$ cat src/core/emp_pkg.sv
// Package for the external memory port: constants, types and states
package emp_pkg;

  // ***********************************************
  // Widths and counts
  // ***********************************************
  localparam int unsigned DATA_W       = 24;
  localparam int unsigned ADDR_W_WIDE  = 24;
  localparam int unsigned ADDR_W_NARROW = 18;
  localparam int unsigned ATTR_N       = 4;
  localparam int unsigned WAIT_W       = 5;
  localparam logic [4:0]  WAIT_MAX     = 5'h1f;
  localparam int unsigned PRIO_OFF_BIT = 14;
  localparam logic [23:0] DATA_RST     = 24'h00_0000;
  localparam logic [23:0] ADDR_RST     = 24'h00_0000;
  localparam logic [4:0]  WAIT_RST     = 5'h00;

  // ***********************************************
  // Memory spaces and states
  // ***********************************************
  typedef enum logic [1:0] {
    EMP_SPACE_X = 2'h0,
    EMP_SPACE_Y = 2'h1,
    EMP_SPACE_P = 2'h2
  } emp_space_t;

  typedef enum logic [1:0] {
    EMP_IDLE  = 2'b00,
    EMP_START = 2'b01,
    EMP_WAIT  = 2'b11,
    EMP_DONE  = 2'b10
  } emp_state_t;

  // Core side access request
  typedef struct packed {
    logic        write;
    emp_space_t  space;
    logic [23:0] addr;
    logic [23:0] wdata;
    logic [3:0]  attr;
    logic [4:0]  wait_n;
  } emp_req_t;

  // Pin group with one enable per group
  typedef struct packed {
    logic [23:0] addr;
    logic        addr_oe;
    logic [23:0] data;
    logic        data_oe;
    logic [3:0]  attr;
    logic        attr_oe;
    logic        rd_n;
    logic        wr_n;
    logic        bs_n;
    logic        strobe_oe;
  } emp_pins_t;

endpackage : emp_pkg

$ cat src/core/emp_port.sv
// External memory port: bus master sequencer driving the expansion pins
`timescale 1ns/1ns
`default_nettype none

module emp_port #(
  parameter int unsigned ADDR_W = emp_pkg::ADDR_W_WIDE
) (
  input  wire logic              clk_in,
  input  wire logic              rst_in,
  // Core request side
  input  wire emp_pkg::emp_req_t req_in,
  input  wire logic              req_valid_in,
  output logic                   req_ready_out,
  output logic [23:0]            rdata_out,
  output logic                   done_out,
  output logic [1:0]             space_out,
  // Arbitration and power states
  input  wire logic              bus_grant_in,
  input  wire logic              stop_in,
  input  wire logic              wait_mode_in,
  input  wire logic [23:0]       operating_mode_reg_in,
  input  wire logic              row_strobe_mode_in,
  input  wire logic              row_strobe_pol_in,
  // Far side
  input  wire logic              transfer_ack_n_in,
  input  wire logic [23:0]       data_in,
  output logic [ADDR_W-1:0]      addr_out,
  output logic                   addr_oe_out,
  output logic [23:0]            data_out,
  output logic                   data_oe_out,
  output logic [3:0]             attribute_select_out,
  output logic                   attribute_select_oe_out,
  output logic                   rd_n_out,
  output logic                   wr_n_out,
  output logic                   bus_cycle_strobe_n_out,
  output logic                   strobe_oe_out
);

  // ***********************************************
  // Input synchronisers
  // ***********************************************
  // Acknowledge, grant and read data come from other masters and devices
  // with no clock relation; only the second stage feeds the sequencer, at the
  // cost of two cycles of latency on each
  logic        ta_s1_q;
  logic        ta_s2_q;
  logic        grant_s1_q;
  logic        grant_s2_q;
  logic [23:0] din_s1_q;
  logic [23:0] din_s2_q;

  always_ff @(posedge clk_in) begin
    if (rst_in) begin
      ta_s1_q    <= 1'b1;
      ta_s2_q    <= 1'b1;
      grant_s1_q <= 1'b0;
      grant_s2_q <= 1'b0;
      din_s1_q   <= emp_pkg::DATA_RST;
      din_s2_q   <= emp_pkg::DATA_RST;
    end else begin
      ta_s1_q    <= transfer_ack_n_in;
      ta_s2_q    <= ta_s1_q;
      grant_s1_q <= bus_grant_in;
      grant_s2_q <= grant_s1_q;
      din_s1_q   <= data_in;
      din_s2_q   <= din_s1_q;
    end
  end

  // ***********************************************
  // Attribute encoding
  // ***********************************************
  function automatic logic [3:0] attr_code(input logic [3:0] raw, input logic prio_off);
    logic [3:0] r;
    r = 4'h0;
    if (prio_off) begin
      r = raw;
    end else begin
      // Lowest index wins; at most one line active
      if (raw[0])      r = 4'h1;
      else if (raw[1]) r = 4'h2;
      else if (raw[2]) r = 4'h4;
      else if (raw[3]) r = 4'h8;
    end
    return r;
  endfunction : attr_code

  // ***********************************************
  // Sequencer
  // ***********************************************
  emp_pkg::emp_state_t state_q, state_d;
  emp_pkg::emp_req_t   cur_q, cur_d;
  logic [4:0]          cnt_q, cnt_d;
  logic                ta_seen_q, ta_seen_d;
  logic [23:0]         addr_q, addr_d;
  logic [23:0]         rdata_q, rdata_d;
  logic                done_q, done_d;
  logic                drove_q, drove_d;
  logic                master;
  logic                prio_off;

  assign master   = grant_s2_q & ~stop_in;
  assign prio_off = operating_mode_reg_in[emp_pkg::PRIO_OFF_BIT];

  // Acknowledge latches once seen, so a short pulse from a fast device still counts
  logic wait_over;
  logic ack_ok;
  logic complete;
  assign wait_over = (cnt_q == 5'h00);
  assign ack_ok    = ta_seen_q | ~ta_s2_q;
  assign complete  = (state_q == emp_pkg::EMP_WAIT) & wait_over & ack_ok;

  // One access: taken in idle, one start cycle carrying the bus strobe, then
  // the wait state counts the static waits down and holds until the
  // acknowledge has been seen; a one-cycle done state lets the attribute
  // lines drop before the next access may be taken
  always_comb begin
    state_d   = state_q;
    cur_d     = cur_q;
    cnt_d     = cnt_q;
    ta_seen_d = ta_seen_q;
    addr_d    = addr_q;
    done_d    = 1'b0;
    drove_d   = drove_q;
    unique case (state_q)
      emp_pkg::EMP_IDLE: begin
        // Wait mode holds the sequencer in idle, pins untouched; an access already under way runs on to done
        if (req_valid_in && master && !wait_mode_in) begin
          cur_d     = req_in;
          cnt_d     = req_in.wait_n;
          ta_seen_d = 1'b0;
          addr_d    = req_in.addr;
          drove_d   = req_in.write;
          state_d   = emp_pkg::EMP_START;
        end
      end
      emp_pkg::EMP_START: begin
        state_d = emp_pkg::EMP_WAIT;
      end
      emp_pkg::EMP_WAIT: begin
        if (!ta_s2_q) ta_seen_d = 1'b1;
        if (cnt_q != 5'h00) cnt_d = cnt_q - 5'h01;
        if (complete) begin
          done_d  = 1'b1;
          state_d = emp_pkg::EMP_DONE;
        end
      end
      emp_pkg::EMP_DONE: begin
        state_d = emp_pkg::EMP_IDLE;
      end
    endcase
  end

  always_ff @(posedge clk_in) begin
    if (rst_in) begin
      state_q   <= emp_pkg::EMP_IDLE;
      cur_q     <= '0;
      cnt_q     <= emp_pkg::WAIT_RST;
      ta_seen_q <= 1'b0;
      addr_q    <= emp_pkg::ADDR_RST;
      done_q    <= 1'b0;
      drove_q   <= 1'b0;
    end else begin
      state_q   <= state_d;
      cur_q     <= cur_d;
      cnt_q     <= cnt_d;
      ta_seen_q <= ta_seen_d;
      addr_q    <= addr_d;
      done_q    <= done_d;
      drove_q   <= drove_d;
    end
  end

  // ***********************************************
  // Read capture
  // ***********************************************
  // Synchronised data is two cycles old; the acknowledge path is at least as
  // slow, so the word taken is one the device drove inside the strobe window
  always_comb begin
    rdata_d = rdata_q;
    if (complete && !cur_q.write) begin
      rdata_d = din_s2_q;
    end
  end

  always_ff @(posedge clk_in) begin
    if (rst_in) begin
      rdata_q <= emp_pkg::DATA_RST;
    end else begin
      rdata_q <= rdata_d;
    end
  end

  // ***********************************************
  // Cycle decode
  // ***********************************************
  // Strobes and attribute lines follow the state, not the request, so a
  // change on req_in never reaches the pins in the middle of an access
  function automatic logic cycle_active(input emp_pkg::emp_state_t st);
    return (st == emp_pkg::EMP_START) || (st == emp_pkg::EMP_WAIT);
  endfunction : cycle_active

  logic in_cycle;
  logic busy;
  logic bs_half;
  assign in_cycle = cycle_active(state_q);
  // Done counts as busy so a new take never meets the falling strobes
  assign busy     = cycle_active(state_q) | (state_q == emp_pkg::EMP_DONE);

  // High phase of the start cycle gives the half-cycle strobe
  // Limitation: gated by the clock itself, so its width follows the duty cycle
  assign bs_half  = (state_q == emp_pkg::EMP_START) & clk_in;

  // ***********************************************
  // Attribute lines
  // ***********************************************
  logic       row_idle_hi;
  logic [3:0] attr_idle;
  logic [3:0] attr_act;
  // Active-low row strobes rest high; selects and active-high strobes rest low
  assign row_idle_hi = row_strobe_mode_in & ~row_strobe_pol_in;
  assign attr_idle   = {4{row_idle_hi}};

  // Row strobes bypass the priority scheme; selects go through it
  always_comb begin
    attr_act = attr_code(cur_q.attr, prio_off);
    if (row_strobe_mode_in) begin
      attr_act = cur_q.attr;
    end
  end

  // ***********************************************
  // Pin group
  // ***********************************************
  // One enable term for every pin group: reset, stop and lost grant all float
  logic               drive_ok;
  emp_pkg::emp_pins_t pins;
  assign drive_ok = master & ~rst_in;

  always_comb begin
    pins           = '0;
    pins.addr      = addr_q;
    pins.addr_oe   = drive_ok;
    pins.data      = cur_q.wdata;
    // Lines turn outward only for a write in progress; stop floats them
    pins.data_oe   = drive_ok & drove_q & cur_q.write & in_cycle;
    // Inactive level between accesses, polarity applied to both levels
    pins.attr      = in_cycle ? (attr_act ^ attr_idle) : attr_idle;
    pins.attr_oe   = drive_ok;
    pins.rd_n      = ~(in_cycle & ~cur_q.write);
    pins.wr_n      = ~(in_cycle & cur_q.write);
    pins.bs_n      = ~bs_half;
    pins.strobe_oe = drive_ok;
  end

  // ***********************************************
  // Outputs
  // ***********************************************
  // Only the low address bits leave on the narrow variant
  assign addr_out                = pins.addr[ADDR_W-1:0];
  assign addr_oe_out             = pins.addr_oe;
  assign data_out                = pins.data;
  assign data_oe_out             = pins.data_oe;
  assign attribute_select_out    = pins.attr;
  assign attribute_select_oe_out = pins.attr_oe;
  assign rd_n_out                = pins.rd_n;
  assign wr_n_out                = pins.wr_n;
  assign bus_cycle_strobe_n_out  = pins.bs_n;
  assign strobe_oe_out           = pins.strobe_oe;

  // ***********************************************
  // Core side
  // ***********************************************
  // Ready is combinational so a request held at idle is taken at once
  assign req_ready_out = ~busy & master & ~wait_mode_in;
  assign rdata_out     = rdata_q;
  assign done_out      = done_q;
  assign space_out     = cur_q.space;

endmodule : emp_port

`default_nettype wire

$ cat config.mk
export PLATFORM = sky130hd
export DESIGN_NAME = emp_port
export DESIGN_NICKNAME = d
export VERILOG_FILES = /design/src/core/emp_pkg.sv /design/src/core/emp_port.sv
export SDC_FILE = /design/constraint.sdc
export NUM_CORES = 1
export LEC_CHECK = 0
export ABC_AREA = 1
export BUFFER_PORTS_ARGS = -buffer_cell sky130_fd_sc_hd__buf_2
export CAP_MARGIN = 20
export CORE_UTILIZATION = 45
export DETAILED_ROUTE_END_ITERATION = 6
export GPL_TIMING_DRIVEN = 0
export PLACE_DENSITY = 0.74
export SYNTH_ARGS = -nofsm -noshare
export SYNTH_HDL_FRONTEND = slang
export SYNTH_SLANG_ARGS = --single-unit
$ cat constraint.sdc
create_clock -name clk_in -period 3.83 [get_ports clk_in]
set_input_delay 0.383 -clock clk_in [delete_from_list [all_inputs] [get_ports clk_in]]
set_output_delay 0.383 -clock clk_in [all_outputs]
set_load 0.005 [all_outputs]
==> metrics.log <==
[metrics] result of the run: complete, no violations
[metrics] # DRC: 0
[metrics] worst hold slack after final layout: between 0.04 and 0.05 ns
[metrics] post-synthesis async set-or-reset flop share: 0%
[metrics] synth warn: 0
[metrics] Antenna diodes: 0
[metrics] HPWL reported at the end of detailed placement: 9.26 mm
[metrics] worst setup slack before clock tree synthesis: roughly 1.4 ns
[metrics] cell count after placement: approximately 990
[metrics] Die Span X: between 100 and 150 um
[metrics] initial antenna violation count: 0
[metrics] internal cell power: approximately 2700 uW
[metrics] core box area: roughly 0.011 mm2
[metrics] critical path required time: about 3.5 ns
[metrics] share of the synthesized area in the top cell type: between 50% and 60%
[metrics] detailed-routing iteration count for the pre-antenna-repair pass: 5
[metrics] total of max-cap violations: 0
[metrics] critical path's largest stage delay: between 0.1 and 0.15 ns
[metrics] worst setup path category: clock port to output pin
[metrics] clock transition time at the flip-flop clock pins of the worst setup and hold paths: around 0.06 ns
[metrics] starting density of the core: between 40 and 50%
[metrics] Std-Cell Rows: 39
[metrics] topmost layer with routed signal wires: met4
[metrics] most used cell, CP: clkbuf_16
[metrics] top_reg_cell synth: dfxtp_1
[metrics] number of register bits inferred by synthesis: 140
[metrics] syn_nets: slightly below 800
[metrics] Layout Area Growth over Synthesis: 32.5%
[metrics] count of nets after finishing: roughly 980
[metrics] final count of negative-setup-slack endpoints: 0
[metrics] worst clock skew on the final layout: 0.00424 ns
[metrics] buffers inserted by post-CTS timing repair: 0
[metrics] Worst Setup End Kind: output pin
[metrics] leakage dissipation: around 0.0034 uW
[metrics] crit path DAT: 2.36 ns
[metrics] Switching Share: 22.6%
[metrics] total length of routed wires: ~13 mm
[metrics] Routed met3 length: around 980 um
[metrics] core utilization of the finished layout: between 60% and 70%
[metrics] total routing resource utilization after global routing: 21.3%
[metrics] global-route wire length before repair: approximately 20 mm
[metrics] worst-case vdd ir drop: between 0.3 and 0.4 mV
[metrics] Routed met2 length: 5.99 mm
[metrics] clock tree from TritonCTS: yes
[metrics] count of flip-flops with a built-in enable after synthesis: 0
[metrics] power dissipated by switching net loads: around 800 uW
[metrics] share of total power in sequential cells: between 40% and 50%
[metrics] number of instances in the synthesized netlist: between 600 and 700
[metrics] PD cells: between 400 and 500 mW/mm2
[metrics] portion of total power attributed to combinational logic: between 6 and 7%
[metrics] number of failing hold endpoints at the final stage: 0
[metrics] die outline area: ~0.012 mm2
[metrics] via count of the first global-routing pass: 4453
[metrics] unrepaired setup endpoints after global routing: no
[metrics] count of hold buffers inserted by post-cts repair: 0
[metrics] fraction of layout instances using a drive strength above 1: between 30% and 40%
[metrics] Setup TNS Final: 0 ns
[metrics] vertical die dimension: between 100 and 150 um
[metrics] number of pins exceeding their max-slew limit in the final report: 0
[metrics] DR vias/cell: about 4.7
[metrics] number of vias in the routed layout: about 4800
[metrics] insertion delay to the later sink of the worst-skew pair: ~0.52 ns
[metrics] cell type group with the largest total delay on the critical path: buffers and inverters
[metrics] crit path launch type: clock port
[metrics] # fillers: about 1000
[metrics] Routed met1 length: about 5.4 mm
[metrics] clock group share of total power: between 40% and 50%
[metrics] final weighted congestion in routability-driven placement: 0.843
[metrics] smallest setup slack after layout: 1.09 ns
[metrics] drt initial violations: about 230
[metrics] Least-Margin Pin Slew: 0.532 ns
[metrics] Port Buffers: 180
[metrics] distinct cell type count of the synthesized netlist: 30
[metrics] antenna-violating nets left: 0
[metrics] Congestion Overflow GR: 0
[metrics] final cell count without fillers: 1021
[metrics] Synth area leader: dfxtp_1
[metrics] Critical Path, Cell by Cell: clkbuf_16, clkbuf_16, nand3_1, buf_2
[metrics] top area cells in the synthesized netlist: dfxtp_1, a21oi_1, nand2_1
[metrics] slack of the worst reg-to-reg path: between 2 and 2.5 ns
[metrics] post-CTS sizing: 0
[metrics] Critical Path Fanout Max: 2
[metrics] worst hold path class: input port to register
[metrics] Syn Area/Cell: 8.01 um2
[metrics] sequential area share after synthesis: 52.8%
[metrics] number of top-level pins: approximately 200
[metrics] combined buffer and inverter count along the critical path: 3
[metrics] largest net degree at the start of global routing: 17
[metrics] slew margin rel.: 64.5%
[metrics] Mapped Area: ~0.0053 mm2
[metrics] library cell contributing the largest single delay on the critical path: clkbuf_16
[metrics] average detailed-routed wire length per instance: 12.4 um
## metal layers
metal,vias up,track usage (%)
li1,2472,-
met1,2128,24.7
met2,136,34.8
met3,22,8.51
met4,0,9.16
met5,-,0
## path summary, 6_finish.rpt
path                                        start                     end  cells after the start
worst max-delay path                       clk_in  bus_cycle_strobe_n_out                      4
worst min-delay path            transfer_ack_n_in                 ta_s1_q                      2
worst min register to register       din_s1_q[19]            din_s2_q[19]                      2
worst max register to register           cnt_q[0]            rdata_out[8]                      8
## per-stage QoR
stage          instance area, um2  power (uW)
6_report                     7040        3460
5_1_grt                      7040        3590
3_5_place_dp                 6390        1770
2_1_floorplan                5310        1670
4_1_cts                      7040        3490
3_3_place_gp                 6390        1770
## synth_stat cells (2+ instances only)
| library cell | number |
|---|---|
| dfxtp_1 | 140 |
| nand2_1 | 103 |
| nor2_1 | 89 |
| a21oi_1 | 80 |
| inv_1 | 63 |
| nand3_1 | 62 |
| buf_4 | 30 |
| clkbuf_1 | 27 |
| nand3b_1 | 24 |
| buf_2 | 9 |
| o21ai_0 | 8 |
| xor2_1 | 4 |
| or2_2 | 3 |
| buf_1 | 2 |
| buf_8 | 2 |
| nand3_2 | 2 |
| nor3_1 | 2 |
## power groups by stage
stage | logic (uW) | clock network, uW | registers, uW
after global placement | 230 | 3.35 | 1540
after CTS | 233 | 1750 | 1510
after floorplan | 134 | 1.65 | 1530
after detailed placement | 232 | 3.35 | 1540
after global routing | 262 | 1820 | 1510
final | 232 | 1720 | 1510
## placed cells by master, fill, tap and decap left out, types with 20 or more instances in the layout
cell type  netlist  final
a21oi_1         80     80
buf_2            9    189
buf_4           30     30
clkbuf_1        27     29
clkbuf_16        0     20
dfxtp_1        140    140
inv_1           63     63
nand2_1        103    103
nand3_1         62     62
nand3b_1        24     24
nor2_1          89     89
## cell type report
| class | count | area, um2 | share of cell area, % |
|---|---|---|---|
| clock inverter | 12 | 123 | 1.74 |
| tap | 143 | 179 | 2.54 |
| sequential | 140 | 2800 | 39.8 |
| inverter | 65 | 245 | 3.49 |
| clock buffer | 24 | 527 | 7.49 |
| multi-input combinational | 388 | 1850 | 26.4 |
| timing repair buffer | 179 | 896 | 12.7 |
| buffer | 70 | 409 | 5.82 |
## worst register-to-register path, delay by kind of cell, from the launching register on
kind,cells,cell delay [ns]
buf+inv,2,0.33
fa+ha+maj,1,0.25
simple gates,5,0.59
flops,1,0.32
## flip-flops by register name, summed over array words and instances, names as in the netlist, 2 cells and up
register	cells
data_out	24
addr_out	24
din_s2_q	24
space_out	2
cnt_q	5
rdata_out	24
din_s1_q	24
cur_q	4
state_q	2
## kinds of logic after synthesis
| family | share of synthesized area, % |
|---|---|
| xor gates and xnor gates | 0.824 |
| AOI/OAI and AO/OA | 8.88 |
| DFF | 52.8 |
| and+or+nand+nor | 25.0 |
| adders and majority gates | 0.236 |
| buffers and inverters | 12.3 |
(Power assumes the default switching activity.)
